$ cat src/selector_cfg.svh
// Purpose: Constants of the selector switch monitor
// Assumes: 100 MHz system clock
// Notes:   Offsets are APB byte addresses
`ifndef SELECTOR_CFG_SVH
`define SELECTOR_CFG_SVH

// ----------------------------------------------------------------
// Timing
// ----------------------------------------------------------------
`define SSM_CLK_MHZ       100
`define SSM_SCAN_US       1000
`define SSM_SCAN_CYC      (`SSM_SCAN_US * `SSM_CLK_MHZ)
`define SSM_FAULT_MS      2000
`define SSM_FAULT_SCANS   ((`SSM_FAULT_MS * 1000) / `SSM_SCAN_US)

// ----------------------------------------------------------------
// Register map
// ----------------------------------------------------------------
`define SSM_OFS_CTRL      12'h000
`define SSM_OFS_STATUS    12'h004
`define SSM_OFS_IRQ_STAT  12'h008
`define SSM_OFS_IRQ_MASK  12'h00C

// ----------------------------------------------------------------
// Fields and reset values
// ----------------------------------------------------------------
`define SSM_CTRL_CNT_LSB  0
`define SSM_CTRL_CNT_MSB  3
`define SSM_CTRL_IND_BIT  4
`define SSM_CNT_RST       4'h2
`define SSM_CNT_MIN       4'h2
`define SSM_CNT_MAX       4'h8
`define SSM_ST_FAULT_BIT  8
`define SSM_ST_MULTI_BIT  9
`define SSM_ST_NONE_BIT   10
`define SSM_ST_IND_BIT    11
`define SSM_IRQ_FAULT     0
`define SSM_IRQ_CLEAR     1
`define SSM_IRQ_SEL       2
`define SSM_IRQ_RST       3'h0
`define SSM_MASK_RST      3'h0

`endif

$ cat src/selector_pkg.sv
// Purpose: Types and helpers of the selector switch monitor
// Assumes: Up to eight contacts
// Notes:   None
package selector_pkg;

    typedef logic [7:0] lane_type;

    typedef enum logic [1:0] {PAT_SINGLE, PAT_NONE, PAT_MULTI} pat_type;

    function automatic logic [3:0] count_ones(input lane_type v);
        logic [3:0] n;
        n = 4'h0;
        for (int i = 0; i < 8; i++)
        begin
            n = n + {3'h0, v[i]};
        end
        return n;
    endfunction

    function automatic lane_type lane_mask(input logic [3:0] cnt);
        lane_type m;
        m = 8'h00;
        for (int i = 0; i < 8; i++)
        begin
            m[i] = (4'(i) < cnt);
        end
        return m;
    endfunction

endpackage

$ cat src/sel_timer_if.sv
// Purpose: Link between monitor and persistence timer
// Assumes: One clock domain
// Notes:   tick is the once per scan enable
`timescale 1ns/1ps
interface sel_timer_if;
    logic tick;
    logic run;
    logic restart;
    logic at_limit;

    modport mon (output tick, output run, output restart, input at_limit);
    modport tmr (input tick, input run, input restart, output at_limit);
endinterface

$ cat src/hold_timer.sv
// Purpose: Counts scans for which a bad contact pattern persists
// Assumes: tick is a one-cycle pulse per scan
// Notes:   Saturates at the limit
`timescale 1ns/1ps
module hold_timer #(
    parameter int unsigned LIMIT = 2000
) (
    input  wire logic      clk_i,
    input  wire logic      nrst_i,
    sel_timer_if.tmr       tif
);
    import selector_pkg::*;

    logic [15:0] count_r;

    // ----------------------------------------------------------------
    // Scan counter
    // ----------------------------------------------------------------
    always_ff @(posedge clk_i)
    begin
        if (!nrst_i)
            count_r <= 16'h0000;
        else if (tif.tick)
        begin
            if (tif.restart || !tif.run)
                count_r <= 16'h0000;
            else if (count_r < 16'(LIMIT))
                count_r <= count_r + 16'h0001;
        end
    end

    assign tif.at_limit = (count_r >= 16'(LIMIT));

    AST_RESTART: assert property (@(posedge clk_i) disable iff (!nrst_i)
        (tif.tick && tif.restart) |=> (count_r == 16'h0000))
        else $error("timer did not restart");

    AST_SATURATE: assert property (@(posedge clk_i) disable iff (!nrst_i)
        (count_r <= 16'(LIMIT)))
        else $error("timer ran past limit");

endmodule // hold_timer

$ cat src/selector_switch_monitor.sv
// Purpose: One-of-N selector switch monitor with APB registers
// Assumes: Contacts are asynchronous pins; 100 MHz clock
// Notes:   Evaluated once per scan tick
// Contract
// - Contact and output count is settable from two to eight, default two.
// - With exactly one contact k on and no fault, output k is on and all others off.
// - While a fault is present every output is off.
// - Two or more contacts on together for longer than two seconds is a fault.
// - All contacts off for longer than two seconds is a fault.
// - An enabled fault indicator is on while a fault is present.
// - A fault clears only when exactly one contact is on again.
// - With contacts coming on in different scans, the first one keeps its output on.
// - Two or more contacts coming on in the same scan turn all outputs off at once.
//
// The placing of the registers and the APB interface to the registers were chosen for this implementation.
`timescale 1ns/1ps
`include "selector_cfg.svh"
module selector_switch_monitor #(
    parameter int unsigned SCAN_CYCLES = `SSM_SCAN_CYC,
    parameter int unsigned FAULT_SCANS = `SSM_FAULT_SCANS
) (
    input  wire logic                 clk_i,
    input  wire logic                 nrst_i,
    input  wire logic                 psel_i,
    input  wire logic                 penable_i,
    input  wire logic                 pwrite_i,
    input  wire logic [11:0]          paddr_i,
    input  wire logic [31:0]          pwdata_i,
    output logic      [31:0]          prdata_o,
    output logic                      pready_o,
    output logic                      pslverr_o,
    input  wire selector_pkg::lane_type contact_i,
    output selector_pkg::lane_type    sel_o,
    output logic                      fault_ind_o,
    output logic                      irq_o
);
    import selector_pkg::*;

    function automatic logic reg_known(input logic [11:0] a);
        return (a == `SSM_OFS_CTRL) || (a == `SSM_OFS_STATUS) ||
               (a == `SSM_OFS_IRQ_STAT) || (a == `SSM_OFS_IRQ_MASK);
    endfunction

    lane_type    sync1_r;
    lane_type    sync2_r;
    lane_type    prev_r;
    lane_type    owner_r;
    lane_type    sel_r;
    lane_type    cur;
    lane_type    owner_nxt;
    pat_type     pat_r;
    pat_type     pat_nxt;
    logic [19:0] div_r;
    logic        tick_r;
    logic [3:0]  cnt_r;
    logic        ind_en_r;
    logic        fault_r;
    logic        fault_nxt;
    logic        ind_r;
    logic [3:0]  ones;
    logic [3:0]  new_ones;
    logic [2:0]  irq_stat_r;
    logic [2:0]  irq_mask_r;
    logic [2:0]  events;
    logic        irq_r;
    logic        access;
    logic        stat_rd;
    logic        pready_r;
    logic        pslverr_r;
    logic [31:0] prdata_r;
    logic [31:0] status_word;
    logic [3:0]  wr_cnt;

    sel_timer_if tif ();

    // ----------------------------------------------------------------
    // Contact synchroniser and scan divider
    // ----------------------------------------------------------------
    always_ff @(posedge clk_i)
    begin
        if (!nrst_i)
        begin
            sync1_r <= 8'h00;
            sync2_r <= 8'h00;
        end
        else
        begin
            sync1_r <= contact_i;
            sync2_r <= sync1_r;
        end
    end

    always_ff @(posedge clk_i)
    begin
        if (!nrst_i)
        begin
            div_r  <= 20'h0_0000;
            tick_r <= 1'b0;
        end
        else if (div_r == 20'(SCAN_CYCLES - 1))
        begin
            div_r  <= 20'h0_0000;
            tick_r <= 1'b1;
        end
        else
        begin
            div_r  <= div_r + 20'h0_0001;
            tick_r <= 1'b0;
        end
    end

    // ----------------------------------------------------------------
    // Pattern evaluation
    // ----------------------------------------------------------------
    // Lanes above the configured count are ignored
    assign cur      = sync2_r & lane_mask(cnt_r);
    assign ones     = count_ones(cur);
    assign new_ones = count_ones(cur & ~prev_r);

    always_comb
    begin
        if (ones == 4'h0)
            pat_nxt = PAT_NONE;
        else if (ones == 4'h1)
            pat_nxt = PAT_SINGLE;
        else
            pat_nxt = PAT_MULTI;
    end

    assign tif.tick    = tick_r;
    assign tif.run     = (pat_nxt != PAT_SINGLE);
    assign tif.restart = (pat_nxt != pat_r);

    hold_timer #(.LIMIT(FAULT_SCANS)) u_timer (
        .clk_i  (clk_i),
        .nrst_i (nrst_i),
        .tif    (tif)
    );

    always_comb
    begin
        owner_nxt = 8'h00;
        case (pat_nxt)
            PAT_SINGLE: owner_nxt = cur;
            PAT_NONE:   owner_nxt = 8'h00;
            PAT_MULTI:
            begin
                if (new_ones >= 4'h2)
                    owner_nxt = 8'h00;
                else if ((owner_r & cur) != 8'h00)
                    owner_nxt = owner_r;
                else
                    owner_nxt = 8'h00;
            end
            default:    owner_nxt = 8'h00;
        endcase
    end

    always_comb
    begin
        fault_nxt = fault_r;
        if (tick_r)
        begin
            if (pat_nxt == PAT_SINGLE)
                fault_nxt = 1'b0;
            else if (!tif.restart && tif.at_limit)
                fault_nxt = 1'b1;
        end
    end

    always_ff @(posedge clk_i)
    begin
        if (!nrst_i)
        begin
            prev_r  <= 8'h00;
            owner_r <= 8'h00;
            pat_r   <= PAT_NONE;
            fault_r <= 1'b0;
            sel_r   <= 8'h00;
        end
        else if (tick_r)
        begin
            prev_r  <= cur;
            owner_r <= owner_nxt;
            pat_r   <= pat_nxt;
            fault_r <= fault_nxt;
            sel_r   <= fault_nxt ? 8'h00 : owner_nxt;
        end
    end

    always_ff @(posedge clk_i)
    begin
        if (!nrst_i)
            ind_r <= 1'b0;
        else
            ind_r <= fault_r & ind_en_r;
    end

    // ----------------------------------------------------------------
    // APB slave
    // ----------------------------------------------------------------
    // One wait state keeps every bus output on a flop
    assign access  = psel_i & penable_i & ~pready_r;
    assign stat_rd = access & ~pwrite_i & (paddr_i == `SSM_OFS_IRQ_STAT);
    assign wr_cnt  = pwdata_i[`SSM_CTRL_CNT_MSB:`SSM_CTRL_CNT_LSB];

    always_comb
    begin
        status_word = 32'h0000_0000;
        status_word[7:0] = sel_r;
        status_word[`SSM_ST_FAULT_BIT] = fault_r;
        status_word[`SSM_ST_MULTI_BIT] = (pat_r == PAT_MULTI);
        status_word[`SSM_ST_NONE_BIT] = (pat_r == PAT_NONE);
        status_word[`SSM_ST_IND_BIT] = ind_r;
    end

    always_ff @(posedge clk_i)
    begin
        if (!nrst_i)
        begin
            cnt_r      <= `SSM_CNT_RST;
            ind_en_r   <= 1'b0;
            irq_mask_r <= `SSM_MASK_RST;
        end
        else if (access && pwrite_i)
        begin
            if (paddr_i == `SSM_OFS_CTRL)
            begin
                // Out of range counts clamp to the legal span
                if (wr_cnt < `SSM_CNT_MIN)
                    cnt_r <= `SSM_CNT_MIN;
                else if (wr_cnt > `SSM_CNT_MAX)
                    cnt_r <= `SSM_CNT_MAX;
                else
                    cnt_r <= wr_cnt;
                ind_en_r <= pwdata_i[`SSM_CTRL_IND_BIT];
            end
            if (paddr_i == `SSM_OFS_IRQ_MASK)
                irq_mask_r <= pwdata_i[2:0];
        end
    end

    always_ff @(posedge clk_i)
    begin
        if (!nrst_i)
        begin
            pready_r  <= 1'b0;
            pslverr_r <= 1'b0;
            prdata_r  <= 32'h0000_0000;
        end
        else
        begin
            pready_r  <= access;
            pslverr_r <= access & ~reg_known(paddr_i);
            prdata_r  <= 32'h0000_0000;
            if (access && !pwrite_i)
            begin
                case (paddr_i)
                    `SSM_OFS_CTRL:     prdata_r <= {27'h000_0000, ind_en_r, cnt_r};
                    `SSM_OFS_STATUS:   prdata_r <= status_word;
                    `SSM_OFS_IRQ_STAT: prdata_r <= {29'h000_0000, irq_stat_r};
                    `SSM_OFS_IRQ_MASK: prdata_r <= {29'h000_0000, irq_mask_r};
                    default:           prdata_r <= 32'h0000_0000;
                endcase
            end
        end
    end

    // ----------------------------------------------------------------
    // Interrupts
    // ----------------------------------------------------------------
    assign events[`SSM_IRQ_FAULT] = tick_r & fault_nxt & ~fault_r;
    assign events[`SSM_IRQ_CLEAR] = tick_r & ~fault_nxt & fault_r;
    assign events[`SSM_IRQ_SEL]   = tick_r & ((fault_nxt ? 8'h00 : owner_nxt) != sel_r);

    always_ff @(posedge clk_i)
    begin
        if (!nrst_i)
        begin
            irq_stat_r <= `SSM_IRQ_RST;
            irq_r      <= 1'b0;
        end
        else
        begin
            // A new event beats the read clear
            irq_stat_r <= (irq_stat_r & ~{3{stat_rd}}) | events;
            irq_r      <= |(irq_stat_r & irq_mask_r);
        end
    end

    assign prdata_o    = prdata_r;
    assign pready_o    = pready_r;
    assign pslverr_o   = pslverr_r;
    assign sel_o       = sel_r;
    assign fault_ind_o = ind_r;
    assign irq_o       = irq_r;

    // ----------------------------------------------------------------
    // Checks
    // ----------------------------------------------------------------
    AST_FAULT_OFF: assert property (@(posedge clk_i) disable iff (!nrst_i)
        fault_r |-> (sel_r == 8'h00))
        else $error("output on during fault");

    AST_ONE_HOT: assert property (@(posedge clk_i) disable iff (!nrst_i)
        $onehot0(sel_r) && (!$past(tick_r) || (sel_r & ~lane_mask($past(cnt_r))) == 8'h00))
        else $error("outputs not one-hot in range");

    AST_SINGLE: assert property (@(posedge clk_i) disable iff (!nrst_i)
        (tick_r && ones == 4'h1) |=> (sel_r == $past(cur)) && !fault_r)
        else $error("single contact not mirrored");

    AST_SAME_SCAN: assert property (@(posedge clk_i) disable iff (!nrst_i)
        (tick_r && new_ones >= 4'h2 && ones >= 4'h2) |=> (sel_r == 8'h00))
        else $error("same scan multi not off");

    AST_FIRST_KEEP: assert property (@(posedge clk_i) disable iff (!nrst_i)
        (tick_r && ones >= 4'h2 && new_ones < 4'h2 && (owner_r & cur) != 8'h00
         && !fault_nxt) |=> (sel_r == $past(owner_r)))
        else $error("first contact lost");

    AST_MULTI_TIME: assert property (@(posedge clk_i) disable iff (!nrst_i)
        ($rose(fault_r) && pat_r == PAT_MULTI) |-> $past(tif.at_limit && !tif.restart))
        else $error("multi fault too early");

    AST_NONE_TIME: assert property (@(posedge clk_i) disable iff (!nrst_i)
        ($rose(fault_r) && pat_r == PAT_NONE) |-> $past(tif.at_limit && !tif.restart))
        else $error("none fault too early");

    AST_CLEAR_CAUSE: assert property (@(posedge clk_i) disable iff (!nrst_i)
        $fell(fault_r) |-> (pat_r == PAT_SINGLE))
        else $error("fault cleared without single contact");

    AST_INDICATOR: assert property (@(posedge clk_i) disable iff (!nrst_i)
        (fault_r && ind_en_r) [*2] |-> fault_ind_o)
        else $error("indicator not on during fault");

    AST_TICK_RATE: assert property (@(posedge clk_i) disable iff (!nrst_i)
        tick_r |=> !tick_r)
        else $error("scan tick longer than one cycle");

endmodule // selector_switch_monitor

$ cat config.mk
export PLATFORM = sky130hd
export DESIGN_NAME = selector_switch_monitor
export DESIGN_NICKNAME = d
export VERILOG_FILES = /design/src/selector_pkg.sv /design/src/sel_timer_if.sv /design/src/hold_timer.sv /design/src/selector_switch_monitor.sv
export VERILOG_INCLUDE_DIRS = /design/src
export SDC_FILE = /design/constraint.sdc
export NUM_CORES = 1
export LEC_CHECK = 0
export BUFFER_PORTS_ARGS = -buffer_cell sky130_fd_sc_hd__buf_2
export CAP_MARGIN = 20
export CORE_MARGIN = 2
export CORE_UTILIZATION = 40
export DETAILED_ROUTE_END_ITERATION = 16
export PLACE_DENSITY = 0.68
export SYNTH_ARGS = -nofsm -noshare
export SYNTH_HDL_FRONTEND = slang
export SYNTH_SLANG_ARGS = --single-unit
$ cat constraint.sdc
create_clock -name clk_i -period 6.37 [get_ports clk_i]
set_input_delay 0.9555 -clock clk_i [delete_from_list [all_inputs] [get_ports clk_i]]
set_output_delay 0.9555 -clock clk_i [all_outputs]
set_load 0.03 [all_outputs]
== Word level (Yosys, flattened, before mapping) ==
Index checks and enable logic that the tools add are counted.

* Bits in registers: 127
* Input port bits: 57
* Output and inout port bits: 44
* Logic and storage cells: 120

* Add/subtract/negate cells: 16
* $lt $le $gt $ge: 13
* Equal/unequal tests: 10
* Muxes and demuxes: 15
* Bitwise operators: 25
* Reduce and logical (&&, ||, !) cells: 22

{| class="wikitable"
|+ Operators by type and width
! operator !! count
|-
| $pmux 12 s4 || 1
|-
| $add 4x1->4 || 8
|-
| $mux 16 || 2
|-
| $and 8x8->8 || 3
|-
| $eq 12x4->1 const B || 2
|-
| $mux 8 || 3
|-
| $add 20x1->20 const B || 1
|-
| $eq 20x17->1 const B || 1
|-
| $add 16x1->16 const B || 1
|-
| $ge 16x11->1 const B || 1
|-
| $lt 16x11->1 const B || 1
|-
| $lt 3x4->1 const A || 4
|-
| $pmux 8 s2 || 1
|-
| $eq 12x3->1 const B || 1
|-
| $logic_not 12->1 || 1
|-
| $and 1x1->1 || 11
|-
| $add 3x1->4 || 2
|-
| $lt 1x4->1 const A || 2
|-
| $lt 2x4->1 const A || 2
|-
| $mux 4 || 2
|-
| $ne 8x8->1 || 1
|-
| $not 8->8 || 1
|-
| $reduce_and 2->1 || 4
|-
| $reduce_bool 8->1 || 1
|-
| 23 further kinds || 44
|}

== Longest topological paths before layout ==
* Depth in word-level cells: 22
* Depth in mapped cells: 21
* Mapped depth without buffers: 18

== Cells and area by module ==
Synthesis repeated with hierarchy kept, for this count alone.

* Cell total of the unflattened synthesis: 595
* Area, all modules: 5400.2 µm²

{| class="wikitable"
|+ Modules (own cells, without submodules)
! module !! instances !! cells each !! area an instance (µm²) !! seq. area each (µm²)
|-
| selector_switch_monitor || 1 || 499 || 4549.4 || 1821.7
|-
| hold_timer || 1 || 96 || 850.8 || 320.3
|}

== Worst setup path before layout ==
Ideal clock, no wire load.

* Path kind: reg-to-reg
* From: reg cnt_r[3]
* To: reg irq_stat_r[2]
* Arrival time: 4.962 ns
* Required time: 6.255 ns
* Slack: 1.293 ns
* Stages on the path, launching flop included: 21
* Buffers on the path: 2
* Clock period less this slack: 5.077 ns
* Cells stage by stage: dfxtp_1 buf_2 nor2_1 nor2b_1 inv_1 or2_2 fa_1 fa_1 inv_1 fa_1 ha_1 fa_1 nor4bb_1 a21o_1 and2_1 buf_4 a21oi_1 o31a_2 nor4_2 nand4_1 a31o_1

* Cells in the longest elaborated chain, start to end: 22

{| class="wikitable"
|+ Ends and longest elaborated chain
! element !! line !! source
|-
| start: declaration || selector_switch_monitor.sv:55 || <nowiki>logic [3:0] cnt_r;</nowiki>
|-
| start signal: assignment || selector_switch_monitor.sv:221 || <nowiki>cnt_r <= `SSM_CNT_RST;</nowiki>
|-
| start signal: assignment || selector_switch_monitor.sv:231 || <nowiki>cnt_r <= `SSM_CNT_MIN;</nowiki>
|-
| start signal: assignment || selector_switch_monitor.sv:233 || <nowiki>cnt_r <= `SSM_CNT_MAX;</nowiki>
|-
| $lt 1x4->1 || selector_pkg.sv:25 || <nowiki>m[i] = (4'(i) < cnt);</nowiki>
|-
| $and 8x8->8 (*) || selector_switch_monitor.sv:116 || <nowiki>assign cur = sync2_r & lane_mask(cnt_r);</nowiki>
|-
| $add 1x1->2 || selector_pkg.sv:15 || <nowiki>n = n + {3'h0, v[i]};</nowiki>
|-
| $add 2x1->3 || selector_pkg.sv:15 ||
|-
| $add 3x1->4 || selector_pkg.sv:15 ||
|-
| $add 4x1->4 (4 in a row) || selector_pkg.sv:15 ||
|-
| $eq 4x1->1 || selector_switch_monitor.sv:124 || <nowiki>else if (ones == 4'h1)</nowiki>
|-
| $mux 2 || selector_switch_monitor.sv:124 ||
|-
| [... 3 more ...] || n/a ||
|-
| $logic_and 1x1->1 || selector_switch_monitor.sv:166 || <nowiki>else if (!tif.restart && tif.at_limit)</nowiki>
|-
| $mux 1 || selector_switch_monitor.sv:166 ||
|-
| $mux 1 || selector_switch_monitor.sv:164 || <nowiki>if (pat_nxt == PAT_SINGLE)</nowiki>
|-
| $mux 1 || selector_switch_monitor.sv:162 || <nowiki>if (tick_r)</nowiki>
|-
| $mux 8 (*) || selector_switch_monitor.sv:274 || <nowiki>assign events[`SSM_IRQ_SEL] = tick_r & ((fault_nxt ? 8'h00 : owner_nxt) != sel_r);</nowiki>
|-
| $ne 8x8->1 (*) || selector_switch_monitor.sv:274 ||
|-
| $and 1x1->1 (*) || selector_switch_monitor.sv:274 ||
|-
| $or 3x3->3 (*) || selector_switch_monitor.sv:286 || <nowiki>irq_stat_r <= (irq_stat_r & ~{3{stat_rd}}) | events;</nowiki>
|-
| end signal: assignment || selector_switch_monitor.sv:280 || <nowiki>irq_stat_r <= `SSM_IRQ_RST;</nowiki>
|-
| end signal: assignment || selector_switch_monitor.sv:286 ||
|-
| end: declaration || selector_switch_monitor.sv:62 || <nowiki>logic [2:0] irq_stat_r;</nowiki>
|}

Every way passes the cells marked *; elsewhere a longest branch is shown, timed or not.
A chain may end at the register's enable or synchronous reset.

== Final worst setup path ==
* From: reg cnt_r[2]
* To: reg irq_stat_r[2]

The elaborated chain is that of the path after synthesis.

==> Flow_metrics.wiki <==
{| class="wikitable"
! Metric !! Value
|-
| Largest net degree at the start of global routing || 64
|-
| Post-synthesis register bit count || 107
|-
| Count of synthesis-stage warnings from yosys || 0
|-
| Number of core rows || 42
|-
| Transition time at the pin with the least slew margin || 0.884 ns
|-
| Signed area change from the synthesized netlist to the final layout || 12.0%
|-
| Drt pass-1 iters || 5
|-
| Launch instance of the worst min-delay path || sync1_r[6]
|-
| Level count of the clock H-tree || 3
|-
| Vias in the first global route || 3817
|-
| Leading cell type in the layout, fill and taps excluded || dfxtp_1
|-
| Initial core utilization || 0.404
|-
| Routed vias || 4076
|-
| Main synth FF type || dfxtp_1
|-
| Largest stage delay on the critical path || 0.57 ns
|-
| Sequential cell area fraction in the yosys report || 0.405
|-
| Avg Inst Size Synth || 9.29 µm²
|-
| Hold path cells || 1
|-
| Flop-to-flop setup slack || 0.68 ns
|-
| Final antenna-violating net count || 0
|-
| Cell at the root of the clock tree || clkbuf_16
|-
| Count of flip-flops with a built-in enable after synthesis || 0
|-
| Result of the run || finished clean
|-
| HPWL after detailed placement || 7.72 mm
|-
| Max VDD drop || 0.000125 V
|-
| Cells after Synth || 569
|-
| Drt wl/cell || 13.6 µm
|-
| Max Cap Viol || 0
|-
| Pins Over Slew Limit || 0
|-
| Number of distinct library cell variants in the gate-level netlist after synthesis || 73
|-
| Cell seen most often among critical-path stages || fa_1
|-
| Slowest stage cell, crit path || dfxtp_1
|-
| RePlAce Congestion || 0.849
|-
| DRT iter0 DRCs || 286
|-
| Class of the tightest hold or removal check || reg2reg
|-
| Aggregate global-route resource usage || 0.156
|-
| Max-slew headroom at the worst pin || 0.411
|-
| DRC Markers || 0
|-
| Unrepaired setup endpoints after global routing || no
|-
| Die extent in x || 119 µm
|-
| Final setup vio count || 0
|-
| TritonCTS clock tree || done
|-
| Final critical-path share of the clock period || 0.893
|-
| Worst Reg2Reg Path Length in Cells || 19
|-
| Die area || 14200 µm²
|-
| Total I/O pin count || 101
|-
| RR Endpoint || irq_stat_r[2]
|-
| Data required time of the critical path || 6.62 ns
|-
| Via density per instance || 5.15
|-
| ANT cells || 0
|-
| Filler cell count in the final layout || 1265
|-
| Arrival @ worst endpoint || 5.94 ns
|-
| Category of the critical setup timing path || reg2reg
|-
| First-pass GRT wire length || 18.0 mm
|-
| Clk_lat worst skew || 0.36 ns
|-
| Startpoint of the most critical register-to-register path || cnt_r[2]
|-
| Fraction of final layout cells sized beyond drive strength 1 || 0.153
|-
| Final standard cell count with taps included and fillers excluded || 791
|-
| Crit end category || register
|-
| Count of buffers inserted at the top-level ports || 53
|-
| Shortest clock period the worst path allows after layout || 5.69 ns
|-
| Sink count of the clock tree || 107
|-
| Highest-count cells in the layout ignoring fill and taps || dfxtp_1, buf_2, nor2_1
|-
| Total CTS buffers || 9
|-
| Area of the core || 13100 µm²
|-
| Maximum buffer depth of the clock tree || 2
|-
| Final Routed Wirelength || 10.8 mm
|-
| Overall power || 1.32 mW
|-
| Cell breakdown of the critical path || nor2_1, nor2b_1, buf_4, inv_1, or2_2, fa_1, fa_1, inv_1, fa_1, ha_1, fa_1, nor4bb_1, a21o_1, and2_1, a21oi_1, o31a_2, nor4_2, nand4_1, a31o_1
|-
| Antenna violations before repair || 0
|-
| Max Fclk || 176 MHz
|-
| Cell count after placement || 775
|-
| Post-CTS setup buffer count || 0
|-
| Highest fanout seen on the critical path || 9
|-
| Worst-path clk slew || 0.07 ns
|-
| Gates resized, CTS repair || 0
|-
| Leakage power || 2.40 nW
|-
| Final global-route overflow total || 0
|-
| FFs w/ async S/R, synth || 0
|-
| Hold buffers post-CTS || 0
|-
| Nets || 684
|-
| Chip height || 119 µm
|-
| First element of the critical path || cnt_r[2]
|-
| Worst setup SP type || register
|-
| Clock skew || 0.00676 ns
|-
| Endpoint with the worst hold slack || sync2_r[6]
|-
| Setup total negative slack || 0 ns
|-
| Power per Cell Area || 223 nW/µm²
|-
| Final-report hold violation count || 0
|-
| Post-Syn Area || 5290 µm²
|}
==> cell type report <==
cell class              count  area [µm²]  area share
clock inverters             6        72.6      0.0123
well taps                 176         220      0.0372
flip-flops and latches    107        2140       0.362
clock buffers              10         239      0.0404
multi-input cells         410        2850       0.481
inverters                  23        86.3      0.0146
repair buffers             59         310      0.0524
==> synthesized netlist by cell type, types with 4 or more instances <==
cell type,instances,area share
dfxtp_1,107,0.41
nand2_1,31,0.022
a31oi_1,6,0.0071
inv_1,23,0.016
fa_1,8,0.030
nand3_1,20,0.019
nand4_1,4,0.0047
nand2b_1,6,0.0071
a21oi_1,19,0.018
nor3_1,5,0.0047
buf_4,21,0.030
clkbuf_1,20,0.014
xor2_1,18,0.030
nor2_1,52,0.037
ha_1,9,0.021
xnor2_1,10,0.017
mux2i_1,15,0.028
nor4_1,10,0.012
and3_1,14,0.017
nor2b_1,45,0.053
a211oi_1,7,0.0099
buf_2,4,0.0038
and2_1,28,0.033
o31a_1,5,0.0083
a22oi_1,9,0.013
==> critical path, delay by kind of cell, from the launching register on <==
| kind | cells | cell delay [ns] |
|---|---|---|
| buffers and inverters | 3 | 0.26 |
| and+or+nand+nor | 7 | 1.61 |
| AOI/OAI and AO/OA | 4 | 0.93 |
| DFF | 1 | 0.57 |
| adders and majority gates | 5 | 2.22 |
==> registers in the layout, summed over array words and instances, names as in the netlist <==
signal / cells
sync1_r: 8
sel_o: 8
fault_r: 1
irq_o: 1
cnt_r: 4
irq_mask_r: 3
pslverr_o: 1
prev_r: 8
prdata_o: 12
pat_r: 2
owner_r: 8
sync2_r: 8
tick_r: 1
div_r: 20
u_timer.count_r: 16
ind_en_r: 1
irq_stat_r: 3
fault_ind_o: 1
pready_o: 1
==> layer usage <==
layer  part of all wire  track usage  wire, µm
met1               0.46        0.193      4940
met2               0.48        0.266      5210
met3              0.046       0.0398       492
met4              0.013       0.0521       140
met5                  0            0         0
==> per-stage QoR <==
stage	setup WS, ns	hold WS, ns	util	cell area [µm²]
2_1_floorplan	1.29	0.412	-	5360
3_3_place_gp	0.877	0.419	0.429	5610
3_5_place_dp	0.686	0.422	0.429	5610
4_1_cts	0.690	0.439	0.452	5920
5_1_grt	0.411	0.453	0.452	5920
6_report	0.682	0.434	0.452	5920
==> power breakdown <==
group / leakage [nW] / internal, mW / switching (mW)
clock: 0.143 / 0.320 / 0.259
sequential: 0.866 / 0.675 / 0.00331
combinational: 1.39 / 0.0205 / 0.0414
total: 2.40 / 1.02 / 0.304
==> kinds of logic (layout without fill, tap and decap cells) <==
family                   Yosys count  in the layout  share of synthesized area
AO/OA/AOI/OAI                     89             89                      0.135
XOR/XNOR                          28             28                     0.0464
adder cells (fa/ha/maj)           17             17                     0.0516
buffers and inverters             71             98                     0.0691
flip-flops                       107            107                      0.405
multiplexers                      18             18                     0.0419
other                              1             20                   0.000709
AND/OR/NAND/NOR                  238            238                      0.250
==> worst max path at each step <==
stage,end,slack [ns]
floorplan,irq_stat_r[2],1.29
global placement,irq_stat_r[2],0.88
detailed placement,irq_stat_r[2],0.69
CTS,irq_stat_r[2],0.69
global route,irq_stat_r[2],0.41
finish,irq_stat_r[2],0.68
No activity file was read; power rests on OpenSTA's default activity.
